### src/pkg/csfp_pkg.sv
/*
 * Constants and carrier types for the command, status and queue page.
 * Assumes a single system clock and an asynchronous active-low reset.
 */
package csfp_pkg;

	// ------------------------------------------------------------
	// Register offsets
	// ------------------------------------------------------------
	localparam logic [7:0] ADDR_COMMAND_CONTROL = 8'h01;
	localparam logic [7:0] ADDR_QUEUE_DATA_PORT = 8'h02;
	localparam logic [7:0] ADDR_MAIN_STATUS = 8'h03;
	localparam logic [7:0] ADDR_QUEUE_FILL_COUNT = 8'h04;

	// ------------------------------------------------------------
	// Field positions and reset values
	// ------------------------------------------------------------
	localparam int CMD_DETECT_BIT = 7;
	localparam int CMD_CODE_W = 6;
	localparam int STAT_PHASE_LSB = 4;
	localparam int STAT_IRQ_BIT = 3;
	localparam int STAT_ERR_BIT = 2;
	localparam int STAT_HI_BIT = 1;
	localparam int STAT_LO_BIT = 0;
	localparam logic [5:0] CMD_CODE_RESET = 6'h00;
	localparam logic [5:0] CMD_CODE_IDLE = 6'h00;
	localparam logic CMD_DETECT_RESET = 1'b1;
	localparam logic [7:0] MAIN_STATUS_RESET = 8'h05;
	localparam logic [7:0] UNMAPPED_READ = 8'h00;

	// ------------------------------------------------------------
	// Queue geometry
	// ------------------------------------------------------------
	localparam int QUEUE_DEPTH = 64;
	localparam int QUEUE_PTR_W = 6;
	localparam int QUEUE_CNT_W = 7;
	localparam logic [6:0] QUEUE_CNT_RESET = 7'h00;
	localparam logic [6:0] QUEUE_CNT_FULL = 7'h40;
	localparam int REQ_SRC_W = 6;

	// ------------------------------------------------------------
	// Modem phase codes
	// ------------------------------------------------------------
	typedef enum logic [2:0] {
		PHASE_IDLE = 3'h0,
		PHASE_SEND_FRAME_START = 3'h1,
		PHASE_SEND_PAYLOAD = 3'h2,
		PHASE_SEND_FRAME_END = 3'h3,
		PHASE_RECEIVER_STEP = 3'h4,
		PHASE_RECEIVE_GUARD_WAIT = 3'h5,
		PHASE_RECEIVER_LISTENING = 3'h6,
		PHASE_RECEIVING = 3'h7
	} csfp_phase_t;

	// ------------------------------------------------------------
	// Carriers
	// ------------------------------------------------------------
	typedef struct packed {
		logic wr;
		logic rd;
		logic [7:0] addr;
		logic [7:0] wdata;
	} csfp_host_req_t;

	typedef struct packed {
		logic push;
		logic pop;
		logic [7:0] data;
	} csfp_core_req_t;

endpackage : csfp_pkg

### src/hdl/csfp_queue.sv
/*
 * 64-byte flip-flop queue with fill count.
 * Assumes at most one push and one pop per cycle from the caller.
 */
`timescale 1ns/1ps
module csfp_queue (
	// Clock and reset
	input wire logic clk,
	input wire logic resetn,
	// Push side
	input wire logic push,
	input wire logic [7:0] push_data,
	// Pop side
	input wire logic pop,
	output logic [7:0] head_data,
	// State
	output logic [6:0] fill_count,
	output logic full,
	output logic empty
);

	logic [7:0] mem_r [csfp_pkg::QUEUE_DEPTH];
	logic [5:0] wr_ptr_r;
	logic [5:0] rd_ptr_r;
	logic [6:0] count_r;
	logic push_ok;
	logic pop_ok;

	// ------------------------------------------------------------
	// Accept logic
	// ------------------------------------------------------------
	assign full = (count_r == csfp_pkg::QUEUE_CNT_FULL);
	assign empty = (count_r == csfp_pkg::QUEUE_CNT_RESET);
	assign push_ok = push && !full;
	assign pop_ok = pop && !empty;
	assign head_data = mem_r[rd_ptr_r];
	assign fill_count = count_r;

	always_ff @(posedge clk) begin
		if (push_ok) begin
			mem_r[wr_ptr_r] <= push_data;
		end
	end

	always_ff @(posedge clk or negedge resetn) begin
		if (!resetn) begin
			wr_ptr_r <= '0;
			rd_ptr_r <= '0;
		end else begin
			if (push_ok) begin
				wr_ptr_r <= wr_ptr_r + 6'h01;
			end
			if (pop_ok) begin
				rd_ptr_r <= rd_ptr_r + 6'h01;
			end
		end
	end

	// Count follows accepted pushes and pops
	always_ff @(posedge clk or negedge resetn) begin
		if (!resetn) begin
			count_r <= csfp_pkg::QUEUE_CNT_RESET;
		end else if (push_ok && !pop_ok) begin
			count_r <= count_r + 7'h01;
		end else if (pop_ok && !push_ok) begin
			count_r <= count_r - 7'h01;
		end
	end
endmodule : csfp_queue

### src/hdl/csfp_top.sv
/*
 * Command, status and queue register page of the reader front end.
 * Assumes the host register port and the command engine share clk,
 * and that the command engine pulses done when a command finishes.
 */
// Notes on behaviour
// Command bit 7 reads 1 while port detection runs, 0 once finished.
// Writing the six-bit code at 01h starts that command.
// Reading the code returns the command now executing.
// Command register resets with bits 6 to 0 cleared.
// Register 02h pushes on write and pops oldest byte on read.
// The queue carries all data between host and transmit/receive paths; a data path push in the same cycle as a host write is dropped.
// Status bits 6..4 give modem phase; 000 means idle.
// Phases 001 frame start, 010 payload, 011 frame end.
// Phase 100 marks receiver entry and exit steps.
// Phases 101 guard wait, 110 listening, 111 receiving.
// Status bit 3 is high when any enabled request is pending.
// Status bit 2 is the OR of all error flags.
// Status bit 1 is set when 64 minus count is at most threshold.
// Status bit 0 is set when count is at most threshold.
// Main status is read-only, bit 7 reserved, reset value 05h.
// Register 04h holds the queue byte count in bits 6..0.
// Each pushed byte adds one, each popped byte subtracts one.
// Byte count resets to zero.
// Each request reaches the summary only through its enable bit.
// Pushes to a full and pops from an empty queue are ignored.
// Warnings follow the current count and threshold combinationally.
`timescale 1ns/1ps
module csfp_top (
	// Clock and reset
	input wire logic clk,
	input wire logic resetn,
	// Host register port
	input wire csfp_pkg::csfp_host_req_t host_req,
	output logic [7:0] host_rdata,
	output logic host_rvalid,
	// Command engine
	input wire logic host_port_detect_pending,
	input wire logic cmd_done,
	output logic [5:0] cmd_code,
	output logic cmd_start,
	// Transmit and receive data path
	input wire csfp_pkg::csfp_core_req_t core_req,
	output logic [7:0] core_rdata,
	output logic core_rvalid,
	// Status sources
	input wire logic [2:0] modem_phase,
	input wire logic [7:0] error_flag_set,
	input wire logic [5:0] receiver_request,
	input wire logic [5:0] request_enable_mask,
	input wire logic [5:0] alert_threshold,
	// Status mirror
	output logic [7:0] main_status
);

	logic [5:0] cmd_code_r;
	logic cmd_start_r;
	logic detect_r;
	logic [7:0] rdata_r;
	logic rvalid_r;
	logic [7:0] core_rdata_r;
	logic core_rvalid_r;
	logic [7:0] status_r;
	logic [7:0] status_nxt;
	logic host_wr_cmd;
	logic host_wr_q;
	logic host_rd_q;
	logic q_push;
	logic q_pop;
	logic [7:0] q_push_data;
	logic [7:0] q_head;
	logic [6:0] q_count;
	logic q_full;
	logic q_empty;
	logic core_pop_ok;
	logic near_full_warning;
	logic near_empty_warning;
	logic [7:0] fill_reg;

	function automatic logic hit(input logic [7:0] a, input logic [7:0] o);
		hit = (a == o);
	endfunction : hit

	// ------------------------------------------------------------
	// Host decode
	// ------------------------------------------------------------
	assign host_wr_cmd = host_req.wr &&
		hit(host_req.addr, csfp_pkg::ADDR_COMMAND_CONTROL);
	assign host_wr_q = host_req.wr &&
		hit(host_req.addr, csfp_pkg::ADDR_QUEUE_DATA_PORT);
	assign host_rd_q = host_req.rd && !host_req.wr &&
		hit(host_req.addr, csfp_pkg::ADDR_QUEUE_DATA_PORT);

	// ------------------------------------------------------------
	// Queue sharing, host first
	// ------------------------------------------------------------
	assign q_push = host_wr_q || core_req.push;
	assign q_push_data = host_wr_q ? host_req.wdata : core_req.data;
	assign core_pop_ok = core_req.pop && !host_rd_q && !q_empty;
	assign q_pop = host_rd_q || core_req.pop;

	csfp_queue u_queue (
		.clk(clk),
		.resetn(resetn),
		.push(q_push),
		.push_data(q_push_data),
		.pop(q_pop),
		.head_data(q_head),
		.fill_count(q_count),
		.full(q_full),
		.empty(q_empty)
	);

	// ------------------------------------------------------------
	// Command register
	// ------------------------------------------------------------
	always_ff @(posedge clk or negedge resetn) begin
		if (!resetn) begin
			cmd_code_r <= csfp_pkg::CMD_CODE_RESET;
			cmd_start_r <= 1'b0;
		end else begin
			cmd_start_r <= host_wr_cmd;
			if (host_wr_cmd) begin
				cmd_code_r <= host_req.wdata[5:0];
			end else if (cmd_done) begin
				cmd_code_r <= csfp_pkg::CMD_CODE_IDLE;
			end
		end
	end

	always_ff @(posedge clk or negedge resetn) begin
		if (!resetn) begin
			detect_r <= csfp_pkg::CMD_DETECT_RESET;
		end else begin
			detect_r <= host_port_detect_pending;
		end
	end

	// ------------------------------------------------------------
	// Status composition
	// ------------------------------------------------------------
	always_comb begin
		near_full_warning = ({1'b0, alert_threshold} >=
			(csfp_pkg::QUEUE_CNT_FULL - q_count));
		near_empty_warning = (q_count <= {1'b0, alert_threshold});
		status_nxt = 8'h00;
		status_nxt[6:4] = modem_phase;
		status_nxt[csfp_pkg::STAT_IRQ_BIT] =
			|(receiver_request & request_enable_mask);
		status_nxt[csfp_pkg::STAT_ERR_BIT] = |error_flag_set;
		status_nxt[csfp_pkg::STAT_HI_BIT] = near_full_warning;
		status_nxt[csfp_pkg::STAT_LO_BIT] = near_empty_warning;
	end

	assign fill_reg = {1'b0, q_count};

	always_ff @(posedge clk or negedge resetn) begin
		if (!resetn) begin
			status_r <= csfp_pkg::MAIN_STATUS_RESET;
		end else begin
			status_r <= status_nxt;
		end
	end

	// ------------------------------------------------------------
	// Host read path
	// ------------------------------------------------------------
	always_ff @(posedge clk or negedge resetn) begin
		if (!resetn) begin
			rdata_r <= csfp_pkg::UNMAPPED_READ;
			rvalid_r <= 1'b0;
		end else begin
			rvalid_r <= host_req.rd && !host_req.wr;
			if (host_req.rd && !host_req.wr) begin
				unique case (host_req.addr)
					csfp_pkg::ADDR_COMMAND_CONTROL:
						rdata_r <= {detect_r, 1'b0, cmd_code_r};
					csfp_pkg::ADDR_QUEUE_DATA_PORT:
						rdata_r <= q_empty ? 8'h00 : q_head;
					csfp_pkg::ADDR_MAIN_STATUS:
						rdata_r <= status_nxt;
					csfp_pkg::ADDR_QUEUE_FILL_COUNT:
						rdata_r <= fill_reg;
					default:
						rdata_r <= csfp_pkg::UNMAPPED_READ;
				endcase
			end
		end
	end

	// ------------------------------------------------------------
	// Data path read
	// ------------------------------------------------------------
	always_ff @(posedge clk or negedge resetn) begin
		if (!resetn) begin
			core_rdata_r <= 8'h00;
			core_rvalid_r <= 1'b0;
		end else begin
			core_rvalid_r <= core_pop_ok;
			if (core_pop_ok) begin
				core_rdata_r <= q_head;
			end
		end
	end

	assign host_rdata = rdata_r;
	assign host_rvalid = rvalid_r;
	assign cmd_code = cmd_code_r;
	assign cmd_start = cmd_start_r;
	assign core_rdata = core_rdata_r;
	assign core_rvalid = core_rvalid_r;
	assign main_status = status_r;
endmodule : csfp_top

### config.mk
export PLATFORM = sky130hd
export DESIGN_NAME = csfp_top
export DESIGN_NICKNAME = d
export VERILOG_FILES = /design/src/pkg/csfp_pkg.sv /design/src/hdl/csfp_queue.sv /design/src/hdl/csfp_top.sv
export SDC_FILE = /design/constraint.sdc
export NUM_CORES = 1
export LEC_CHECK = 0
export BUFFER_PORTS_ARGS = -buffer_cell sky130_fd_sc_hd__buf_2
export CORE_MARGIN = 2
export CORE_UTILIZATION = 60
export CTS_BUF_LIST = sky130_fd_sc_hd__clkbuf_8 sky130_fd_sc_hd__clkbuf_16
export CTS_CLUSTER_SIZE = 20
export DETAILED_ROUTE_END_ITERATION = 7
export PLACE_DENSITY = 0.76
export SYNTH_ARGS = -nofsm -noshare
export SYNTH_HDL_FRONTEND = slang
export SYNTH_HIERARCHICAL = 1
export SYNTH_SLANG_ARGS = --single-unit
### constraint.sdc
create_clock -name clk -period 7.9 [get_ports clk]
set_input_delay 0 -clock clk [delete_from_list [all_inputs] [get_ports clk]]
set_output_delay 0 -clock clk [all_outputs]
set_load 0.02 [all_outputs]
==> summary.txt, run 1 <==
Status
  – Status: finished clean

Yosys
  – Synth area leader: edfxtp_1
  – Syn nets: between 1k and 1.5k
  – YS warnings: 6
  – Seq cells post-synth: 564
  – Sequential fraction of the synthesis area: approximately 72%
  – Number of synthesized flops with an enable pin: slightly above 500
  – Syn avg cell area: between 15 and 20 um^2
  – Area fraction in compound gates after synthesis: 4.410%
  – Post-synthesis cell type count: 64
  – Post-synthesis cell area: 23070 um^2
  – Largest cells by area after synthesis: edfxtp_1 (67%), mux4_2 (8.8%), dfrtp_1 (5.3%)
  – Main combinational cell family by area after synthesis: multiplexers
  – Post-synthesis xor/xnor area fraction: less than 1%
  – Post-synth top flop: edfxtp_1
  – Post-synthesis mux area share: between 10% and 20%
  – Synth Area in Simple Gates: approximately 4.7%
  – Post-synth ARST share: a little under a tenth
  – Post-synthesis cell count: 1261
  – Yosys top cell area share: around two thirds
  – Adder-cell area share of the yosys netlist: between 1 and 1.5%

Cells and area
  – Area delta synth->final: 13.25%
  – Fillers: ~2.3k
  – Area of the multi-input gates: 5898 um^2
  – Final Util: around 69%
  – Final net count: roughly 1.5k
  – FF/Latch Area: 16690 um^2
  – Share of cells above drive strength 1: 20.94%
  – Antenna diodes: 0

Timing
  – Tmin final: a little under 5000 ps
  – RSZ-0062 raised after global routing: false
  – Slew of the pin with the lowest slew margin: about 1300 ps
  – Final Hold Vio Count: 0
  – # setup viols final: 0
  – Sum Neg Setup Slack: 0 ps
  – Part of the cycle the worst path needs: 61.84%
  – Worst relative slew slack: between 10% and 20%
  – Clock skew: approximately 33 ps
  – Fmax: between 0.2 and 0.25 GHz
  – Final Slew Violations: 0

Clock network
  – Clock buffer count from CTS: 54
  – Clk slew on worst S/H paths: roughly 60 ps
  – Clk sinks: between 500 and 600
  – CTS tree: built
  – Worst-case clock buffer depth: 3
  – Root Driver: clkbuf_16
  – H-tree levels: 2
  – Post-CTS Resized: 0
  – Clk Latency, worst-skew pair: around 600 ps
  – Post-CTS setup buffers: 0

Pwr
  – Pwr dens: approximately 340 nW/um^2
  – Max IR drop VDD: 0.0002354 V
  – Static leakage: 9.009 nW

Run
  – Max-Cap Viols: 0

Detailed routing
  – Via density: about 6.5
  – WL/cell: ~28 um
  – Pre-antenna DRT Iters: 6
  – First DRT Iteration DRCs: roughly 1.3k
  – Residual DRC: 0
  – Vias after detailed routing: 12.83k
  – Final ANT Viol Nets: 0
  – Final wirelength: about 54000 um

GRT
  – Initial antenna violation count: 0
  – Largest net degree at the start of global routing: 90
  – Vias in the first global route: 12.73k
  – Total Routing Usage GR: 27.75%
  – GR Overflow Total: 0
  – First-pass GRT wire length: between 70000 and 80000 um

Placed design
  – HPWL Detailed: between 30000 and 40000 um
  – RePlAce Congestion: around 0.93
  – IO Port Bufs: just over 90

Hold path
  – Worst hold path depth: 4
  – Worst Hold End: main_status[1]$_DFF_PN0_
  – Hold Path Origin: alert_threshold[4]
  – Hold crit path type: primary input to flip-flop

Setup path
  – Setup Crit Path Kind: flip-flop to flip-flop
  – Crit path capture type: flip-flop
  – CP max stage cell: dfrtp_4
  – CP max stage delay: 1010 ps
  – Crit start category: flip-flop
  – Arrival @ worst endpoint: 5350 ps
  – R2R setup slack: around 3000 ps
  – RR Startpoint: u_queue/rd_ptr_r[1]$_DFFE_PN0P_
  – Critical-path cell list: buf_4 > mux2i_1 > o22ai_1 > a211oi_1 > a22oi_1 > and3_1 > a22oi_1 > nor2_1 > a21oi_1 > dlygate4sd3_1 > o21ai_0 > dlygate4sd3_1
  – CP required: ~8400 ps
  – Crit path max fanout: between 50 and 60
  – Register-to-Register Path Depth: 12
  – RR Endpoint: host_rdata[4]$_DFFE_PN0P_

Floorplanning
  – Initial Util: approximately 61%
  – Area of the core: between 30000 and 40000 um^2
  – Total die area: 40030 um^2
  – Cell Rows: between 70 and 80
  – Top-Level Pins: 94
  – Die Width: approximately 200 um
  – Die height: 200.1 um
-- cell families (layout without fill, tap and decap cells) --
logic type,count (synthesis),in the layout
fa+ha+maj,23,23
buf+inv,82,273
simple gates,224,224
flops,564,564
mux,202,202
xor+xnor,18,18
other cells,1,1
compound gates,147,147
-- how the worst max path moves through the flow --
stage / cells after the start / startpoint / slack (ps) / end
finish: 12 / u_queue/rd_ptr_r[1]$_DFFE_PN0P_ / 3010 / host_rdata[4]$_DFFE_PN0P_
global route: 11 / u_queue/rd_ptr_r[0]$_DFFE_PN0P_ / 2730 / host_rdata[4]$_DFFE_PN0P_
CTS: 11 / u_queue/rd_ptr_r[0]$_DFFE_PN0P_ / 3050 / host_rdata[4]$_DFFE_PN0P_
detailed placement: 8 / host_req[9] / 3930 / u_queue/mem_r[31][4]$_DFFE_PP_
global placement: 8 / host_req[9] / 4000 / u_queue/mem_r[7][0]$_DFFE_PP_
floorplan: 13 / host_req[13] / 4930 / u_queue/fill_count[6]$_DFFE_PN0P_
-- sequential cells by signal, summed over array words and instances, names as in the netlist --
| name | count |
|---|---|
| cmd_code | 6 |
| cmd_start | 1 |
| core_rdata | 8 |
| core_rvalid | 1 |
| detect_r | 1 |
| host_rdata | 8 |
| host_rvalid | 1 |
| main_status | 7 |
| u_queue/fill_count | 7 |
| u_queue/mem_r | 512 |
| u_queue/rd_ptr_r | 6 |
| u_queue/wr_ptr_r | 6 |
-- per-layer routing --
metal / routed length, um / vias to the layer above / GRT usage, %
li1: - / 5383 / -
met1: 21100 / 6517 / 38.66
met2: 25650 / 778 / 44.15
met3: 5459 / 152 / 5.460
met4: 2177 / 0 / 10.75
met5: 0 / - / 0
-- per-stage QoR --
step           worst slack, ps  instance area [um^2]  total power [W]  std cells  hold slack, ps
2_1_floorplan             4933                 23070         0.005447       1261          -295.6
3_3_place_gp              4003                 23870         0.006120       1814           107.3
3_5_place_dp              3926                 23870         0.006175       1814           106.2
4_1_cts                   3052                 26120         0.008743       1963           10.47
5_1_grt                   2728                 26120         0.009043       1963           45.40
6_report                  3015                 26120         0.008764       1963           39.43
-- cell type report --
cell class	count	area share, %
clock inverters	47	1.624
flip-flops and latches	564	63.88
clock buffers	54	5.173
inverters	19	0.2730
multi-input cells	615	22.58
well taps	511	2.447
repair buffers	153	4.023
-- critical path, delay by kind of cell, from the launching register on --
kind | cells | cell delay [ps]
buffers and inverters | 3 | 1730
AO/OA/AOI/OAI | 6 | 1400
flip-flops | 1 | 1010
AND/OR/NAND/NOR | 2 | 310
multiplexers | 1 | 290
-- cell usage after synthesis, types with 3 or more instances --
cell and count:
edfxtp_1 512, mux4_2 90, mux2i_1 86, nor2_1 84, dfrtp_1 49, nand2_1 47, a211oi_1 30, o22ai_1 27
a22oi_1 25, ha_1 22, o21ai_0 22, nand3_1 20, inv_1 19, clkbuf_1 16, buf_2 14, buf_6 13
buf_4 12, a21oi_1 11, xnor2_1 11, and3_1 10, nand2b_1 10, nor2b_1 10, mux2_2 9, mux4_1 9
mux2_4 8, xor2_1 7, buf_1 6, nand3b_1 6, nand4_1 6, o41ai_1 6, nor4_1 5, nor3_1 4
a21o_1 3, a31oi_1 3, and2_1 3, dfstp_2 3, nor3b_1 3, o31ai_1 3, or3_1 3
-- layout by cell type (no fill, tap or decap), drive strengths merged, types with 4 or more instances in the layout --
cell / instances
a211oi: 30
a21oi: 11
a22oi: 25
and3: 10
buf: 105
bufinv: 7
clkbuf: 54
clkinv: 26
dfrtp: 49
dlygate4sd3: 48
edfxtp: 512
ha: 22
inv: 31
mux2: 17
mux2i: 86
mux4: 99
nand2: 47
nand2b: 10
nand3: 20
nand3b: 6
nand4: 6
nor2: 84
nor2b: 10
nor3: 4
nor4: 5
o21ai: 22
o22ai: 29
o41ai: 6
xnor2: 11
xor2: 7
-- report_power, final --
group	switching, W	internal, W	leakage (nW)
registers	0.000317	0.00344	5.25
logic	0.00140	0.00104	2.85
clock network	0.00109	0.00148	0.910
total	0.00281	0.00596	9.01
-- timing repair --
item / in CTS / in global routing
hold buffers: 48 / 0
endpoints found under the setup margin: 0 / 0
endpoints found under the hold margin: 79 / 0
Note: power is estimated with default switching activity, not from simulation.
==> inputs of run 2 (changes only) <==
--- a/config.mk
+++ b/config.mk
@@ -7,11 +7,11 @@
 export LEC_CHECK = 0
 export BUFFER_PORTS_ARGS = -buffer_cell sky130_fd_sc_hd__buf_2
 export CORE_MARGIN = 2
-export CORE_UTILIZATION = 60
+export CORE_UTILIZATION = 55
 export CTS_BUF_LIST = sky130_fd_sc_hd__clkbuf_8 sky130_fd_sc_hd__clkbuf_16
 export CTS_CLUSTER_SIZE = 20
 export DETAILED_ROUTE_END_ITERATION = 7
-export PLACE_DENSITY = 0.76
+export PLACE_DENSITY = 0.73
 export SYNTH_ARGS = -nofsm -noshare
 export SYNTH_HDL_FRONTEND = slang
 export SYNTH_HIERARCHICAL = 1
==> constraint.sdc (replaced) <==
create_clock -name clk -period 4.2 [get_ports clk]
set_input_delay 0 -clock clk [delete_from_list [all_inputs] [get_ports clk]]
set_output_delay 0 -clock clk [all_outputs]
set_load 0.02 [all_outputs]
==> summary.txt, run 2 (same netlist as run 1, synthesis figures left out) <==
Cells and area
  – Register bank with the most flops: u_queue/mem_r
  – Max reg flops: 512 (unchanged)
  – Final net count: 1518 (+1.8%)
  – Most common cell after layout, fill and taps aside: edfxtp_1
  – Area delta synth->final: 13.70%
  – Antenna diodes: 0 (unchanged)
  – Share of cells above drive strength 1: 21.74% (+0.80 points)
  – Fillers: 2856 (+26%)
  – Non-Filler Instances: 2011 (+2.4%)
  – Most frequent cells in the layout: edfxtp_1 (512), buf_2 (92), mux4_2 (90), mux2i_1 (86), nor2_1 (84)

Pwr
  – NetSw: 0.005198 W (+85%)
  – Sequential power share: 42.2% (-0.6 points)
  – Sw Share: 32.00% (-0.054 points)
  – Pwr dens: 619.3 nW/um^2 (+85%)
  – Static leakage: 9.118 nW (+1.2%)
  – P_int: 0.01105 W (+85%)
  – Max IR drop VDD: 0.0004018 V (+71%)
  – Total power: 0.01624 W (+85%)
  – Share of total power in the clock network: 27.6% (-1.7 points)
  – Gate power share: 30.2% (+2.4 points)

Timing
  – Final Slew Violations: 0 (unchanged)
  – Sum Neg Setup Slack: 0 ps (unchanged)
  – Final Hold Vio Count: 0 (unchanged)
  – Worst relative slew slack: 31.45% (+18 points)
  – RSZ-0062 raised after global routing: false
  – Slew of the pin with the lowest slew margin: 1028 ps (-269.6 ps)
  – Part of the cycle the worst path needs: about 90%
  – # setup viols final: 0 (unchanged)
  – Tmin final: 3768 ps
  – Clock skew: 11.96 ps (-21.42 ps)
  – Fmax: around 0.27 GHz

Clock network
  – Clk Latency, worst-skew pair: 580 ps (-20 ps)
  – CTS tree: built
  – Clk sinks: 564 (unchanged)
  – Root Driver: clkbuf_16
  – Worst-case clock buffer depth: 3 (unchanged)
  – Clock buffer count from CTS: 55 (+1.9%)
  – Post-CTS setup buffers: 0 (unchanged)
  – Clk slew on worst S/H paths: 60 ps (about the same)
  – H-tree levels: 2 (unchanged)

Setup path
  – Family with the most delay on the worst path: simple AND/OR/NAND/NOR gates
  – CP Buf/Inv Count: 4 (+1)
  – Arrival @ worst endpoint: 4220 ps (-1130 ps)
  – CP max stage cell: dlygate4sd3_1
  – Setup Crit Path Kind: primary input to flip-flop
  – CP max stage delay: 530 ps (-480 ps)
  – CP required: 4650 ps (-3710 ps)
  – Crit start category: primary input
  – Critical-path cell list: dlygate4sd3_1 > buf_2 > nor4b_1 > nand4_1 > nand2b_1 > inv_1 > a31oi_1 > ha_1 > inv_1 > ha_1 > nor2b_1 > o21ai_0 > a2111oi_0 > a211oi_1 > xnor2_1
  – Crit path max fanout: 16 (-71%)
  – Crit path capture type: flip-flop

Detailed routing
  – Final ANT Viol Nets: 0 (unchanged)
  – Final wirelength: 53640 um (-1.4%)
  – Pre-antenna DRT Iters: 5 (-1)
  – Vias after detailed routing: 12.62k (-1.7%)
  – Via density: 6.274 (-4.0%)
  – First DRT Iteration DRCs: 1321 (-0.53%)
  – Residual DRC: 0 (unchanged)
  – WL/cell: 26.67 um (-3.7%)

Floorplanning
  – Top-Level Pins: 94 (unchanged)
  – Cell Rows: 75 (+5.6%)
  – Die height: 208.8 um (+4.4%)
  – Area of the core: 41670 um^2 (+10%)
  – Die Width: 208.8 um (+4.4%)
  – Total die area: 43600 um^2 (+8.9%)
  – Initial Util: 55.37% (-5.7 points)

Placed design
  – Placed insts: 1873 (+3.3%)
  – RePlAce Congestion: 0.9293 (+0.41%)
  – IO Port Bufs: 92 (unchanged)
  – HPWL Detailed: 33520 um (+5.5%)

GRT
  – First-pass GRT wire length: 80250 um (+1.0%)
  – Total Routing Usage GR: 25.04% (-2.7 points)
  – GR Overflow Total: 0 (unchanged)
  – Largest net degree at the start of global routing: 67 (-26%)
  – Vias in the first global route: 12.57k (-1.3%)
  – Initial antenna violation count: 1 (+1)

Hold path
  – Hold crit path type: primary input to flip-flop

Run
  – Max-Cap Viols: 0 (unchanged)

Status
  – Status: finished clean
run 2: per-layer routing:
layer | routed length [um] | share of wire, % | track usage (%)
met5 | 11 | 0.021 | 0
met4 | 2102 | 3.9 | 9.655
met3 | 5785 | 11 | 6.913
met2 | 24760 | 46 | 38.34
met1 | 20980 | 39 | 34.70
run 2: path summary, 6_finish.rpt:
path	start	to	slack [ps]	cells after the start
setup / recovery	host_req[9]	u_queue/fill_count[6]$_DFFE_PN0P_	430	15
hold / removal	alert_threshold[5]	main_status[1]$_DFF_PN0_	50	4
setup reg to reg	u_queue/rd_ptr_r[3]$_DFFE_PN0P_	host_rdata[0]$_DFFE_PN0P_	460	11
hold reg to reg	host_rdata[3]$_DFFE_PN0P_	host_rdata[3]$_DFFE_PN0P_	490	2
max in group asynchronous	resetn	u_queue/rd_ptr_r[0]$_DFFE_PN0P_	3570	3
min in group asynchronous	resetn	cmd_code[2]$_DFFE_PN0P_	100	3
run 2: power by group through the flow:
stage	sequential, W	combinational [W]	clock, W
after global placement	0.00695	0.00475	0
after floorplan	0.00678	0.00347	0
final	0.00686	0.00490	0.00449
after global routing	0.00689	0.00522	0.00475
after detailed placement	0.00696	0.00482	0
after CTS	0.00685	0.00487	0.00455
run 2: through the flow:
stage          hold WS, ps  util, %  setup slack (ps)  instance area [um^2]
4_1_cts              18.65    62.95             490.0                 26230
3_5_place_dp         106.6    58.02             467.6                 24170
3_3_place_gp         107.1    58.02             574.6                 24170
5_1_grt              42.64    62.95             102.7                 26230
2_1_floorplan       -295.6        -              1233                 23070
6_report             49.01    62.95             431.6                 26230
run 2: repair_timing:
action                                 CTS  global route
hold buffers                            43             0
endpoints found under the hold margin   76             0
gates resized for setup                  0             0
run 2: cell type report:
type / count / area [um^2] / area share, %
multi-input combinational: 615 / 5898 / 22.49
inverter: 19 / 71.32 / 0.2719
timing repair buffer: 179 / 1271 / 4.847
tap: 539 / 674.4 / 2.571
sequential: 564 / 16690 / 63.63
clock inverter: 40 / 249.0 / 0.9493
clock buffer: 55 / 1376 / 5.247
run 2: tightest hold or removal path, delay by kind of cell:
| family | cells | cell delay, ps |
|---|---|---|
| compound gates | 1 | 140 |
| fa+ha+maj | 1 | 240 |
| buf+inv | 1 | 100 |
| simple gates | 1 | 70 |
==> inputs of run 3 (changes only) <==
--- a/config.mk
+++ b/config.mk
@@ -7,11 +7,11 @@
 export LEC_CHECK = 0
 export BUFFER_PORTS_ARGS = -buffer_cell sky130_fd_sc_hd__buf_2
 export CORE_MARGIN = 2
-export CORE_UTILIZATION = 55
+export CORE_UTILIZATION = 25
 export CTS_BUF_LIST = sky130_fd_sc_hd__clkbuf_8 sky130_fd_sc_hd__clkbuf_16
 export CTS_CLUSTER_SIZE = 20
 export DETAILED_ROUTE_END_ITERATION = 7
-export PLACE_DENSITY = 0.73
+export PLACE_DENSITY = 0.38
 export SYNTH_ARGS = -nofsm -noshare
 export SYNTH_HDL_FRONTEND = slang
 export SYNTH_HIERARCHICAL = 1
==> constraint.sdc (replaced) <==
create_clock -name clk -period 4.2 [get_ports clk]
set_input_delay 0 -clock clk [delete_from_list [all_inputs] [get_ports clk]]
set_output_delay 0 -clock clk [all_outputs]
set_load 0.1 [all_outputs]
==> summary.txt, run 3 (same netlist as run 1, synthesis figures left out) <==
Clock network
  – Worst-case clock buffer depth: 3 (unchanged)
  – H-tree levels: 3 (+1)
  – Clock buffer count from CTS: 68 (+24%)
  – Clk sinks: 564 (unchanged)
  – Root Driver: clkbuf_16
  – CTS tree: built
  – Clk Latency, worst-skew pair: 600 ps (+20 ps)
  – Post-CTS Resized: 0 (unchanged)
  – Clk slew on worst S/H paths: 60 ps (about the same)

Detailed routing
  – Residual DRC: 0 (unchanged)
  – Vias after detailed routing: 12.55k (-0.55%)
  – Final ANT Viol Nets: 0 (unchanged)
  – Pre-antenna DRT Iters: 5 (unchanged)
  – WL/cell: 24.40 um (-8.5%)
  – Final wirelength: 66630 um (+24%)
  – First DRT Iteration DRCs: 907 (-31%)
  – Via density: 4.595 (-27%)

Pwr
  – Static leakage: 9.592 nW (+5.2%)
  – Pwr dens: 652.2 nW/um^2 (+5.3%)
  – Max IR drop VDD: 0.0002411 V (-40%)
  – Total power: 0.01822 W (+12%)

Timing
  – Tmin final: 3946 ps (+178.0 ps)
  – Worst relative slew slack: 25.55% (-5.9 points)
  – Sum Neg Setup Slack: 0 ps (unchanged)
  – Part of the cycle the worst path needs: 93.96% (+4.2 points)
  – Slew of the pin with the lowest slew margin: 1117 ps (+88.47 ps)
  – Clock skew: 21.61 ps (+9.651 ps)
  – Fmax: 0.2534 GHz (-4.5%)
  – Final Slew Violations: 0 (unchanged)
  – Min setup slack post-route: 253.6 ps (-178.0 ps)
  – # setup viols final: 0 (unchanged)
  – RSZ-0062 raised after global routing: false
  – Final Hold Vio Count: 0 (unchanged)

Setup path
  – Setup Crit Path Kind: flip-flop to flip-flop
  – CP required: 4670 ps (+20 ps)
  – Crit path max fanout: 28 (+12)
  – Arrival @ worst endpoint: 4420 ps (+200 ps)
  – Crit path capture type: flip-flop
  – CP max stage cell: a211oi_1
  – Critical-path cell list: buf_12 > mux4_2 > a211oi_1 > a22oi_1 > and3_1 > a22oi_1 > nor2_1 > a21oi_1 > dlygate4sd3_1 > o21ai_0
  – RR Startpoint: u_queue/rd_ptr_r[0]$_DFFE_PN0P_
  – R2R setup slack: 250 ps (-210 ps)
  – Crit start category: flip-flop
  – Cell mode on critical path: a22oi_1
  – CP max stage delay: 730 ps (+200 ps)
  – Setup crit start: u_queue/rd_ptr_r[0]$_DFFE_PN0P_

GRT
  – Vias in the first global route: 13.00k (+3.5%)
  – First-pass GRT wire length: 95470 um (+19%)
  – Initial antenna violation count: 0 (-1)
  – Total Routing Usage GR: 14.09% (-11 points)
  – GR Overflow Total: 0 (unchanged)
  – Met1 usage: 18.70% (-16 points)
  – GR Layer Usage met2: 23.51% (-15 points)
  – Met3 Use GR: 2.381% (-4.5 points)
  – Largest net degree at the start of global routing: 65 (-3.0%)
  – Busiest grt layer: met2

Floorplanning
  – Die Width: 307.8 um (+47%)
  – Die height: 307.8 um (+47%)
  – Top-Level Pins: 94 (unchanged)
  – Initial Util: 25.20% (-30 points)
  – Cell Rows: 111 (+48%)
  – Area of the core: 91520 um^2 (+120%)
  – Total die area: 94720 um^2 (+120%)

Cells and area
  – Design area: 27930 um^2 (+6.5%)
  – Final net count: 1578 (+4.0%)
  – Non-Filler Instances: 2731 (+36%)
  – Register bank with the most flops: u_queue/mem_r
  – Area delta synth->final: 21.07%
  – Area of the multi-input gates: 5898 um^2 (unchanged)
  – Most common cell after layout, fill and taps aside: edfxtp_1
  – Max reg flops: 512 (unchanged)
  – FF/Latch Area: 16690 um^2 (unchanged)
  – Fillers: 8929 (+210%)
  – Share of cells above drive strength 1: 25.00% (+3.3 points)
  – Most frequent cells in the layout: edfxtp_1 (512), buf_2 (92), mux4_2 (90), mux2i_1 (86)

Placed design
  – Cell Area, Placed: 25330 um^2 (+4.8%)
  – RePlAce Congestion: 0.7998 (-14%)
  – IO Port Bufs: 92 (unchanged)
  – DP Worst Slack: 615.3 ps (+147.7 ps)
  – Placed insts: 2565 (+37%)
  – HPWL Detailed: 42720 um (+27%)

Status
  – Status: finished clean

Hold path
  – Hold Path Origin: alert_threshold[2]
  – Hold crit path type: primary input to flip-flop

Run
  – Max-Cap Viols: 0 (unchanged)
run 3: final timing paths:
| kind | to | cells past startpoint |
|---|---|---|
| hold reg to reg | host_rdata[5]$_DFFE_PN0P_ | 2 |
| hold / removal | main_status[0]$_DFF_PN1_ | 5 |
| setup / recovery | host_rdata[4]$_DFFE_PN0P_ | 10 |
| min in group asynchronous | main_status[1]$_DFF_PN0_ | 3 |
| max in group asynchronous | u_queue/rd_ptr_r[1]$_DFFE_PN0P_ | 3 |
| setup reg to reg | host_rdata[4]$_DFFE_PN0P_ | 10 |
run 3: per-layer routing:
metal / share of wire [%] / routed length [um]
met5: 0 / 0
met4: 2.4 / 1571
met3: 4.6 / 3065
met2: 49 / 32420
met1: 44 / 29570
run 3: through the flow:
| stage | hold slack (ps) | util, % |
|---|---|---|
| after detailed placement | 110.0 | 27.68 |
| after CTS | 2.521 | 30.51 |
| after global routing | 50.33 | 30.51 |
| after global placement | 110.3 | 27.68 |
| after floorplan | -295.6 | - |
| final | 44.19 | 30.51 |
run 3: critical path, delay by kind of cell (launching register included):
family / cells / cell delay [ps]
and+or+nand+nor: 2 / 350
DFF: 1 / 720
AOI/OAI and AO/OA: 5 / 1300
buffers and inverters: 2 / 860
muxes: 1 / 540
run 3: cell type report:
| cell class | instances | area share [%] |
|---|---|---|
| Sequential cell | 564 | 59.76 |
| Inverter | 19 | 0.2554 |
| Clock buffer | 71 | 6.362 |
| Tap cell | 1186 | 5.313 |
| Clock inverter | 49 | 1.308 |
| Multi-Input combinational cell | 615 | 21.12 |
| Timing Repair Buffer | 226 | 5.878 |
| Antenna cell | 1 | 0.008960 |
run 3: repair_timing:
action / CTS / global route
buffers inserted: 0 / 0
hold buffers: 45 / 0
endpoints found under the setup margin: 0 / 0
endpoints found under the hold margin: 81 / 0
run 3: where the power goes:
part           switching (W)  leakage [nW]  internal [W]
combinational        0.00351          3.24       0.00217
sequential          0.000396          5.25       0.00647
clock                0.00227          1.10       0.00340
total                0.00617          9.59        0.0120
